<file path="src/rtl/dma_map.vh">
// Register map, field positions, reset values and codes of the four-channel DMA block.
`ifndef DMA_MAP_VH
`define DMA_MAP_VH
// ----------------------------------------------------------------------------
// Register offsets: word indices within a channel, byte offsets for the shared ones; channel n sits at n times the stride.
// ----------------------------------------------------------------------------
`define CH_STRIDE 8'h20
`define OFF_CONTROL 3'h0
`define OFF_REQ_SEL 3'h1
`define OFF_PRIMARY 3'h2
`define OFF_SECONDARY 3'h3
`define OFF_PERIPH 3'h4
`define OFF_COUNT 3'h5
`define OFF_COLLISION 8'h80
`define OFF_CH_STATUS 8'h84
`define OFF_LAST_ADDR 8'h88
// ----------------------------------------------------------------------------
// Control register fields.
// ----------------------------------------------------------------------------
`define CON_ON 15
`define CON_SIZE 14
`define CON_DIR 13
`define CON_HALF 12
`define CON_NULL_PERIPHERAL_WRITE 11
`define CON_WMASK 16'hf833
`define ADDRESSING_KIND_POSTINC 2'h0
// ----------------------------------------------------------------------------
// Request select, count and status fields.
// ----------------------------------------------------------------------------
`define REQ_FORCE 15
`define REQ_SEL_RESET 7'h7f
`define CNT_MSB 9
`define COL_PER_LSB 8
`define LAST_ACTIVE_CHANNEL_LSB 8
`define LAST_ACTIVE_CHANNEL_RESET 4'hf
`define REG_RESET 16'h0000
// ----------------------------------------------------------------------------
// Engine states.
// ----------------------------------------------------------------------------
`define ST_IDLE 2'h0
`define ST_READ 2'h1
`define ST_WRITE 2'h2
`endif

</file>
<file path="src/rtl/dma_channels.v">
// Four-channel DMA controller: register bank on AHB-Lite and the transfer engine.
//
// Added by the designer: register access over AHB-Lite and the placing of the registers.
`include "dma_map.vh"
module dma_channels
(
  input wire hclk,
  input wire hresetn,
  input wire hsel,
  input wire [31:0] haddr,
  input wire [1:0] htrans,
  input wire hwrite,
  input wire [2:0] hsize,
  input wire [31:0] hwdata,
  input wire hready,
  output reg [31:0] hrdata,
  output reg hreadyout,
  output reg hresp,
  input wire [127:0] peripheral_request_lines,
  input wire [15:0] ram_rdata,
  input wire [15:0] per_rdata,
  input wire ram_wr_clash,
  input wire per_wr_clash,
  output reg [15:0] ram_addr_q,
  output reg ram_rd_q,
  output reg ram_wr_q,
  output reg ram_byte_q,
  output reg [15:0] per_addr_q,
  output reg per_rd_q,
  output reg per_wr_q,
  output reg [15:0] xfer_wdata_q,
  output reg [3:0] block_event_q
);
  // --------------------------------------------------------------------------
  // Bus front end.
  // --------------------------------------------------------------------------
  reg wr_q;
  reg rd_q;
  reg [7:0] waddr_q;
  reg [7:0] raddr_q;
  reg [31:0] rd_mux;
  wire take = hsel & hready & htrans[1];
  wire [3:0] chsel = waddr_q[7] ? 4'h0 : (4'h1 << waddr_q[6:5]);
  wire [15:0] wd = hwdata[15:0];
  // Engine state seen by the channels.
  reg [1:0] state_q;
  reg [1:0] ch_q;
  reg [15:0] data_q;
  reg [3:0] lastch_q;
  reg [15:0] last_addr_q;
  reg [3:0] pcol_q;
  reg [3:0] xcol_q;
  wire [3:0] fin;
  wire [3:0] gnt;
  wire [63:0] con_v;
  wire [63:0] req_v;
  wire [63:0] sta_v;
  wire [63:0] stb_v;
  wire [63:0] pad_v;
  wire [39:0] cnt_v;
  wire [63:0] ptr_v;
  wire [3:0] ready_v;
  wire [3:0] pingpong_select_status_v;
  wire [3:0] hit_v;

  // Writes land at the end of the data phase, reads take one wait state so
  // that a read right after a write returns the freshly written value.
  always @(posedge hclk or negedge hresetn)
  begin
    if (!hresetn)
    begin
      wr_q <= 1'b0;
      rd_q <= 1'b0;
      waddr_q <= 8'h00;
      raddr_q <= 8'h00;
      hrdata <= 32'h00000000;
      hreadyout <= 1'b1;
      hresp <= 1'b0;
    end
    else
    begin
      hresp <= 1'b0;
      wr_q <= take & hwrite;
      if (take)
      begin
        waddr_q <= haddr[7:0];
        raddr_q <= haddr[7:0];
      end
      if (take & ~hwrite)
      begin
        rd_q <= 1'b1;
        hreadyout <= 1'b0;
      end
      else if (rd_q)
      begin
        rd_q <= 1'b0;
        hrdata <= rd_mux;
        hreadyout <= 1'b1;
      end
    end
  end

  // Read decode; unmapped offsets and unimplemented bits read zero.
  always @*
  begin
    rd_mux = 32'h00000000;
    if (!raddr_q[7])
    begin
      case (raddr_q[4:2])
        `OFF_CONTROL: rd_mux[15:0] = con_v[16*raddr_q[6:5] +: 16];
        `OFF_REQ_SEL: rd_mux[15:0] = req_v[16*raddr_q[6:5] +: 16];
        `OFF_PRIMARY: rd_mux[15:0] = sta_v[16*raddr_q[6:5] +: 16];
        `OFF_SECONDARY: rd_mux[15:0] = stb_v[16*raddr_q[6:5] +: 16];
        `OFF_PERIPH: rd_mux[15:0] = pad_v[16*raddr_q[6:5] +: 16];
        `OFF_COUNT: rd_mux[9:0] = cnt_v[10*raddr_q[6:5] +: 10];
        default: rd_mux = 32'h00000000;
      endcase
    end
    else
    begin
      case (raddr_q)
        `OFF_COLLISION: rd_mux[11:0] = {pcol_q, 4'h0, xcol_q};
        `OFF_CH_STATUS: rd_mux[11:0] = {lastch_q, 4'h0, pingpong_select_status_v};
        `OFF_LAST_ADDR: rd_mux[15:0] = last_addr_q;
        default: rd_mux = 32'h00000000;
      endcase
    end
  end

  // --------------------------------------------------------------------------
  // Per-channel registers and block sequencing.
  // --------------------------------------------------------------------------
  genvar i;
  generate
    for (i = 0; i < 4; i = i + 1)
    begin : ch
      reg [15:0] con_q;
      reg force_q;
      reg [6:0] sel_q;
      reg [15:0] sta_q;
      reg [15:0] stb_q;
      reg [15:0] pad_q;
      reg [9:0] cnt_q;
      reg [9:0] idx_q;
      reg pingpong_select_status_q;
      reg pend_q;
      reg line_q;
      wire wr_con = wr_q & chsel[i] & (waddr_q[4:2] == `OFF_CONTROL);
      wire wr_req = wr_q & chsel[i] & (waddr_q[4:2] == `OFF_REQ_SEL);
      wire line = peripheral_request_lines[sel_q];
      wire last = (idx_q == cnt_q);
      wire [15:0] base = pingpong_select_status_q ? stb_q : sta_q;
      wire [15:0] step = con_q[`CON_SIZE] ? {6'h00, idx_q} : {5'h00, idx_q, 1'b0};
      wire postinc = (con_q[5:4] == `ADDRESSING_KIND_POSTINC);
      assign con_v[16*i +: 16] = con_q;
      assign req_v[16*i +: 16] = {force_q, 8'h00, sel_q};
      assign sta_v[16*i +: 16] = sta_q;
      assign stb_v[16*i +: 16] = stb_q;
      assign pad_v[16*i +: 16] = pad_q;
      assign cnt_v[10*i +: 10] = cnt_q;
      assign pingpong_select_status_v[i] = pingpong_select_status_q;
      assign ptr_v[16*i +: 16] = postinc ? base + step : base;
      assign ready_v[i] = con_q[`CON_ON] & (pend_q | force_q);
      assign hit_v[i] = con_q[`CON_HALF] ? (idx_q == {1'b0, cnt_q[9:1]}) : last;

      // Software fields; the engine clears the enable after a one-shot block, in ping-pong mode only after the secondary buffer's block.
      always @(posedge hclk or negedge hresetn)
      begin
        if (!hresetn)
        begin
          con_q <= `REG_RESET;
          force_q <= 1'b0;
          sel_q <= `REQ_SEL_RESET;
          sta_q <= `REG_RESET;
          stb_q <= `REG_RESET;
          pad_q <= `REG_RESET;
          cnt_q <= 10'h000;
        end
        else
        begin
          if (wr_con)
            con_q <= wd & `CON_WMASK;
          else if (fin[i] & last & con_q[0] & (~con_q[1] | pingpong_select_status_q))
            con_q[`CON_ON] <= 1'b0;
          if (wr_req)
            sel_q <= wd[6:0];
          // A written zero never clears force; completion does.
          if (wr_req & wd[`REQ_FORCE])
            force_q <= 1'b1;
          else if (fin[i])
            force_q <= 1'b0;
          if (wr_q & chsel[i] & (waddr_q[4:2] == `OFF_PRIMARY))
            sta_q <= wd;
          if (wr_q & chsel[i] & (waddr_q[4:2] == `OFF_SECONDARY))
            stb_q <= wd;
          if (wr_q & chsel[i] & (waddr_q[4:2] == `OFF_PERIPH))
            pad_q <= wd;
          if (wr_q & chsel[i] & (waddr_q[4:2] == `OFF_COUNT))
            cnt_q <= wd[`CNT_MSB:0];
        end
      end

      // Request edge capture, block position and buffer alternation.
      always @(posedge hclk or negedge hresetn)
      begin
        if (!hresetn)
        begin
          idx_q <= 10'h000;
          pingpong_select_status_q <= 1'b0;
          pend_q <= 1'b0;
          line_q <= 1'b0;
        end
        else
        begin
          line_q <= line;
          if (line & ~line_q & con_q[`CON_ON] & ~force_q)
            pend_q <= 1'b1;
          else if (gnt[i])
            pend_q <= 1'b0;
          if (wr_con & ~wd[`CON_ON])
          begin
            idx_q <= 10'h000;
            pingpong_select_status_q <= 1'b0;
          end
          else if (fin[i])
          begin
            if (last)
            begin
              idx_q <= 10'h000;
              if (con_q[1])
                pingpong_select_status_q <= ~pingpong_select_status_q;
            end
            else
              idx_q <= idx_q + 10'h001;
          end
        end
      end
    end
  endgenerate

  // --------------------------------------------------------------------------
  // Transfer engine: one transfer at a time, lowest channel first.
  // --------------------------------------------------------------------------
  wire [1:0] pick = ready_v[0] ? 2'h0 : ready_v[1] ? 2'h1 : ready_v[2] ? 2'h2 : 2'h3;
  wire start = (state_q == `ST_IDLE) & (|ready_v);
  wire [15:0] pcon = con_v[16*pick +: 16];
  wire [15:0] acon = con_v[16*ch_q +: 16];
  assign gnt = start ? (4'h1 << pick) : 4'h0;
  assign fin = (state_q == `ST_WRITE) ? (4'h1 << ch_q) : 4'h0;

  // A transfer is a read cycle then a write cycle; the source answers in the
  // cycle its read strobe stands, so no wait handshake is supported.
  always @(posedge hclk or negedge hresetn)
  begin
    if (!hresetn)
    begin
      state_q <= `ST_IDLE;
      ch_q <= 2'h0;
      data_q <= 16'h0000;
      ram_addr_q <= 16'h0000;
      ram_rd_q <= 1'b0;
      ram_wr_q <= 1'b0;
      ram_byte_q <= 1'b0;
      per_addr_q <= 16'h0000;
      per_rd_q <= 1'b0;
      per_wr_q <= 1'b0;
      xfer_wdata_q <= 16'h0000;
      block_event_q <= 4'h0;
      last_addr_q <= 16'h0000;
      lastch_q <= `LAST_ACTIVE_CHANNEL_RESET;
    end
    else
    begin
      block_event_q <= 4'h0;
      case (state_q)
        `ST_IDLE:
        begin
          if (start)
          begin
            state_q <= `ST_READ;
            ch_q <= pick;
            ram_addr_q <= ptr_v[16*pick +: 16];
            last_addr_q <= ptr_v[16*pick +: 16];
            per_addr_q <= pad_v[16*pick +: 16];
            ram_byte_q <= pcon[`CON_SIZE];
            ram_rd_q <= pcon[`CON_DIR];
            per_rd_q <= ~pcon[`CON_DIR];
          end
        end
        `ST_READ:
        begin
          state_q <= `ST_WRITE;
          ram_rd_q <= 1'b0;
          per_rd_q <= 1'b0;
          data_q <= acon[`CON_DIR] ? ram_rdata : per_rdata;
          xfer_wdata_q <= acon[`CON_DIR] ? ram_rdata : per_rdata;
          ram_wr_q <= ~acon[`CON_DIR];
          // Null write: the peripheral also sees a write, and both it and the ram get a zero word.
          per_wr_q <= acon[`CON_DIR] | acon[`CON_NULL_PERIPHERAL_WRITE];
          if (~acon[`CON_DIR] & acon[`CON_NULL_PERIPHERAL_WRITE])
            xfer_wdata_q <= 16'h0000;
        end
        `ST_WRITE:
        begin
          state_q <= `ST_IDLE;
          ram_wr_q <= 1'b0;
          per_wr_q <= 1'b0;
          lastch_q <= {2'h0, ch_q};
          block_event_q <= fin & hit_v;
        end
        default:
          state_q <= `ST_IDLE;
      endcase
    end
  end

  // --------------------------------------------------------------------------
  // Collision flags: a clash in the write cycle wins over a same-cycle clear.
  // --------------------------------------------------------------------------
  wire clr_col = wr_q & (waddr_q == `OFF_COLLISION);
  wire [3:0] set_p = (per_wr_clash & per_wr_q) ? fin : 4'h0;
  wire [3:0] set_x = (ram_wr_clash & ram_wr_q) ? fin : 4'h0;

  // Software clears a flag by writing a one to it.
  always @(posedge hclk or negedge hresetn)
  begin
    if (!hresetn)
    begin
      pcol_q <= 4'h0;
      xcol_q <= 4'h0;
    end
    else
    begin
      pcol_q <= set_p | (pcol_q & ~(clr_col ? wd[11:8] : 4'h0));
      xcol_q <= set_x | (xcol_q & ~(clr_col ? wd[3:0] : 4'h0));
    end
  end
endmodule // dma_channels

</file>
<file path="config.mk">
export PLATFORM = sky130hd
export DESIGN_NAME = dma_channels
export DESIGN_NICKNAME = d
export VERILOG_FILES = /design/src/rtl/dma_channels.v
export VERILOG_INCLUDE_DIRS = /design/src /design/src/rtl
export SDC_FILE = /design/constraint.sdc
export NUM_CORES = 1
export LEC_CHECK = 0
export BUFFER_PORTS_ARGS = -buffer_cell sky130_fd_sc_hd__buf_2
export CORE_ASPECT_RATIO = 1.4
export CORE_MARGIN = 8
export CORE_UTILIZATION = 60
export DETAILED_ROUTE_END_ITERATION = 7
export PLACE_DENSITY = 0.81
export SETUP_SLACK_MARGIN = 0.5
export SLEW_MARGIN = 10
export SYNTH_ARGS = -nofsm -noshare
export SYNTH_HDL_FRONTEND = slang
export SYNTH_SLANG_ARGS = --single-unit
</file>
<file path="constraint.sdc">
create_clock -name hclk -period 7.93 [get_ports hclk]
set_clock_uncertainty 0.2 [all_clocks]
set_input_delay 0.793 -clock hclk [delete_from_list [all_inputs] [get_ports hclk]]
set_output_delay 0.793 -clock hclk [all_outputs]
set_load 0.05 [all_outputs]
</file>
# ---- Word-level counts from Yosys, hierarchy flattened
# Cells that the tools add are included.
dict set report totals {
  in_bits 236
  regBits 468
  out_inout_bits 91
}
dict set report classes {
  addsub 8
  mul 1
  n_bitwise 110
  reduce_logical 41
  shifts 13
  muxes 105
  eq_ne 19
  magnitude_cmp 4
}
# cell count
set op_table {}
lappend op_table {{$shiftx A64 B7 Y16} 7}
lappend op_table {{$mux W16} 11}
lappend op_table {{$mux W10} 12}
lappend op_table {{$and A1 B1 Y1} 73}
lappend op_table {{$add A16 B11 Y16} 4}
lappend op_table {{$shiftx A64 B7 Y14} 1}
lappend op_table {{$shiftx A64 B7 Y15} 1}
lappend op_table {{$pmux W10 S6} 1}
lappend op_table {{$mux W1} 54}
lappend op_table {{$reduce_bool A2 Y1} 27}
lappend op_table {{$mux W11} 4}
lappend op_table {{$add A10 B1 Y10 const B} 4}
lappend op_table {{$eq A10 B10 Y1} 4}
lappend op_table {{$eq A10 B9 Y1} 4}
lappend op_table {{$shiftx A40 B7 Y10} 1}
lappend op_table {{$mux W4} 9}
lappend op_table {{$pmux W12 S3} 1}
lappend op_table {{$lt A7 B8 Y1 const B} 4}
lappend op_table {{$pmux W6 S5} 1}
lappend op_table {{$bmux W1 S7} 4}
lappend op_table {{$eq A8 B8 Y1 const B} 3}
lappend op_table {{$not A1 Y1} 21}
lappend op_table {{$and A4 B4 Y4} 3}
lappend op_table {{$reduce_and A3 Y1} 4}
lappend op_table {{other kinds (18)} 43}

# ---- Longest topological paths before layout
dict set report depth {
  ltp_word 9
  depth_mapped 12
  mapped_depth_nobuf 10
}

# ---- Worst setup path before layout
# Ideal clock, no wire load.
dict set report synth_path {
  path_kind {register to register}
  from {register ch[0].pingpong_select_status_q}
  to {register last_addr_q[12]}
  slack_ps 3991
  arrival_ps 3613
  stages_incl_launch_ff 13
  required_ps 7604
  cell_sequence {dfrtp_1 > clkbuf_1 > clkbuf_1 > mux2_2 > ha_1 > fa_1 > a211oi_1 > o211ai_1 > and2_1 > a41o_1 > o21a_1 > xor2_1 > a221o_1}
}
dict set report synth_between {
  elab_chain_len 4
}
# element line_no
set synth_lines {}
lappend synth_lines {{start, declared} dma_channels.v:145} ;# reg pingpong_select_status_q;
lappend synth_lines {{start signal, assigned} dma_channels.v:231} ;# pingpong_select_status_q <= ~pingpong_select_status_q;
lappend synth_lines {{$mux W16 *} dma_channels.v:152} ;# wire [15:0] base = pingpong_select_status_q ? stb_q : sta_q;
lappend synth_lines {{$add A16 B11 Y16} dma_channels.v:162} ;# assign ptr_v[16*i +: 16] = postinc ? base + step : base;
lappend synth_lines {{$mux W16 *} dma_channels.v:162}
lappend synth_lines {{$shiftx A64 B7 Y16 *} dma_channels.v:283} ;# last_addr_q <= ptr_v[16*pick +: 16];
lappend synth_lines {{end signal, assigned} dma_channels.v:283}
lappend synth_lines {{end, declared} dma_channels.v:50} ;# reg [15:0] last_addr_q;
# Mark *: on every way between the ends. The rest lies on a longest branch, timed or not.
# A chain may end at the register's enable or synchronous reset.

# ---- Worst setup path in the final report
dict set report layout_path {
  from {register ch[2].pingpong_select_status_q}
  to {register last_addr_q[12]}
}
dict set report layout_between {
  elab_chain_len 4
}
# element line_no
set layout_lines {}
lappend layout_lines {{start, declared} dma_channels.v:145}
lappend layout_lines {{start signal, assigned} dma_channels.v:231}
lappend layout_lines {{$mux W16 *} dma_channels.v:152}
lappend layout_lines {{$add A16 B11 Y16} dma_channels.v:162}
lappend layout_lines {{$mux W16 *} dma_channels.v:162}
lappend layout_lines {{$shiftx A64 B7 Y16 *} dma_channels.v:283}
# Marked as above.

==> reports/qor.yml <==
status: "completed"
die_y_um: 282
fin_nets: 3146
yosys.area_share.simple_pct: 10.3
fp.dieW_um: 206
synth.top_cell.area_share_pct: 34.5
drt_iter0_drc: 2689
synth_top_family_by_area: "multiplexers"
maxSlewViolCount: 0
ff2ff_path_depth: 11
max_clock_freq_mhz: 210
viasPerCell: 7.23
p_leak_nw: 14.1
drc: 0
critPathCaptureType: "flip-flop"
cts_tree: "yes"
start_util_pct: 60.7
dp_hpwl_um: 83400
drt_wl_total_um: 115000
post-cts-setup-buffers: 0
grt_max_degree: 127
synth-seq-cells: 451
r2r_slack_ns: 3.17
syn_inst: 2709
core_sq_mm: 0.0500
r2r_end: "last_addr_q[12]"
yosys.area.top_type: "dfrtp_1"
grt_use_total_pct: 39.5
dr_total_vias: 25500
num_rows: 97
worst_ir_drop_vdd_v: 0.000347
synth_xor_area_share_pct: 3.75
cts_htree_levels: 2
ys_top_cells_by_area: "dfrtp_1 (35%), mux2_2 (14%), mux4_2 (14%)"
ys_warn_count: 0
synth_edf_count: 0
cts_hold_buf: 0
firstDrtPassIters: 8
start_kind: "flip-flop"
met2_usage_pct: 63.5
cts_buffer_depth: 3
power_density_mw_per_mm2: 287
place.gp.congestion: 1.06
synth_compound_area_share_pct: 11.5
post_synth.cell_area_avg_sq_um: 11.2
n_fill_cell: 3840
cp.required_ns: 8.18
finalSetupTns_ns: 0
detail_route.wl_per_cell_um: 32.6
final_antenna_net_count: 0
final_cell_mix: "dfrtp_1 (417), mux2_2 (382), buf_2 (264), mux4_2 (189), nand2_1 (186)"
synthFlopType: "dfrtp_1"
final_layout_size_suffix_gt1_share_pct: 35.2
grt_pass1_wl_um: 169000
clk_latency_ns: 0.58
fin_util_pct: 67.0
dieArea_sq_mm: 0.0582
stdcell_area_sq_mm: 0.0335
worst-setup-path-type: "reg -> reg"
cts_root_buf: "clkbuf_16"
finalSetupViolCount: 0
worstMarginPinSlew_ns: 1.30
cts.clk_slew.worst_paths_ns: 0.06
synthAdderAreaFrac_pct: 2.41
rsz0062_at_grt: "false"
first_global_vias: 26200
ctsResizeCount: 0
path_max_fanout: 11
use_met1_pct: 44.1
cts_made_buffers: 46
total_power_mw: 9.60
grt-ovfl-total: 0
postPlaceCellArea_sq_mm: 0.0319
hold_class: "in -> async"
crit_arrival_ns: 5.01
synth-async-reset-ratio_pct: 100
multi_input_area_sq_mm: 0.0180
seq_area_frac_synth_pct: 37.3
met3_usage_pct: 9.02
layout_commonest_cell: "dfrtp_1"
final-seq-area_sq_mm: 0.0113
busiest_layer: "met2"
timing.hold.ws_ns: 0.131
pin_count: 327
synthMuxAreaShare_pct: 31.0
yosys.cell_types.count: 77
io_buffers: 265
hold_viol_final: 0
r2r-start: "ch[2].pingpong_select_status_q"
max-slew-margin-rel_pct: 12.5
drv_cap: 0
clock-sinks: 451
final.period_utilization_pct: 60.1
antenna_found_initial: 5
netlist_area_sq_mm: 0.0304
syn_to_final_growth_pct: 10.3
finalCriticalPeriod_ns: 4.76
crit_start: "ch[2].pingpong_select_status_q"
## critical path, cell delays in order (launching register included)
cell	delay [ns]
dfrtp_1	0.81
buf_4	0.39
mux2_2	0.42
ha_1	0.28
fa_1	0.49
a21o_1	0.23
a221oi_1	0.61
o31ai_1	0.33
nand4_1	0.16
xnor2_1	0.13
o221ai_1	0.25
a221o_1	0.33
## Yosys cell counts (10+ instances only)
library cell	count
dfrtp_1	419
mux2i_1	44
a31oi_1	24
or3_1	26
or2_2	12
nand3_1	75
buf_2	24
mux4_2	189
o21ai_0	139
clkbuf_1	165
a221o_1	13
a21o_1	20
nand4_1	33
nor4_1	16
dfstp_2	32
inv_1	34
xor2_1	59
buf_1	13
a221oi_1	13
a21oi_1	87
ha_1	52
nor2_1	173
and2_1	17
a211oi_1	18
nor2b_1	31
a22oi_1	69
mux2_2	382
xnor2_1	71
o211ai_1	25
nand2b_1	16
nor3_1	26
o31ai_1	12
o21a_1	10
nand2_1	186
and3_1	13
mux4_1	16
buf_4	22
## logic make-up (layout without fill, tap and decap cells)
family / count (synthesis) / count (layout)
fa+ha+maj: 56 / 56
simple gates: 654 / 654
xor+xnor: 130 / 130
buf+inv: 263 / 427
flops: 451 / 451
mux: 631 / 631
compound gates: 523 / 523
other cells: 1 / 19
## metrics by stage
stage / std cells / setup slack [ns]
3_5_place_dp: 3449 / 3.39
4_1_cts: 3532 / 3.36
3_3_place_gp: 3449 / 3.37
6_report: 3534 / 3.17
2_1_floorplan: 2725 / 3.99
5_1_grt: 3532 / 3.20
## how the worst max path moves through the flow
stage / endpoint / slack [ns] / depth (start not counted)
after floorplan: last_addr_q[12] / 3.99 / 12
final: last_addr_q[12] / 3.17 / 11
after global placement: last_addr_q[12] / 3.37 / 11
after global routing: last_addr_q[12] / 3.20 / 11
after detailed placement: last_addr_q[12] / 3.39 / 11
after CTS: last_addr_q[12] / 3.36 / 11
## registers in the layout, summed over array words and instances (netlist names), 8 cells and up
signal	count
ch.idx_q	40
last_addr_q	16
ch.stb_q	64
ch.sel_q	28
hrdata	16
ch.cnt_q	40
ch.con_q	36
raddr_q	8
per_addr_q	16
ch.pad_q	64
xfer_wdata_q	16
ch.sta_q	64
## power by group
part	switching, mW	internal, mW
clock	0.968	1.29
combinational	2.60	1.46
sequential	0.573	2.70
## per-layer routing
layer	up-vias	part of all wire, %
li1	10500	-
met1	12700	33
met2	1777	46
met3	561	9.8
met4	4	11
met5	-	0.024
## final cells by class
class,instances,share of cell area [%]
Multi-Input combinational cell,2011,53.8
Sequential cell,451,33.9
Timing Repair Buffer,309,4.98
Clock buffer,64,3.94
Tap cell,643,2.40
Clock inverter,19,0.632
Inverter,35,0.392
Antenna cell,2,0.0149
Note: power is estimated with default switching activity, not from simulation.
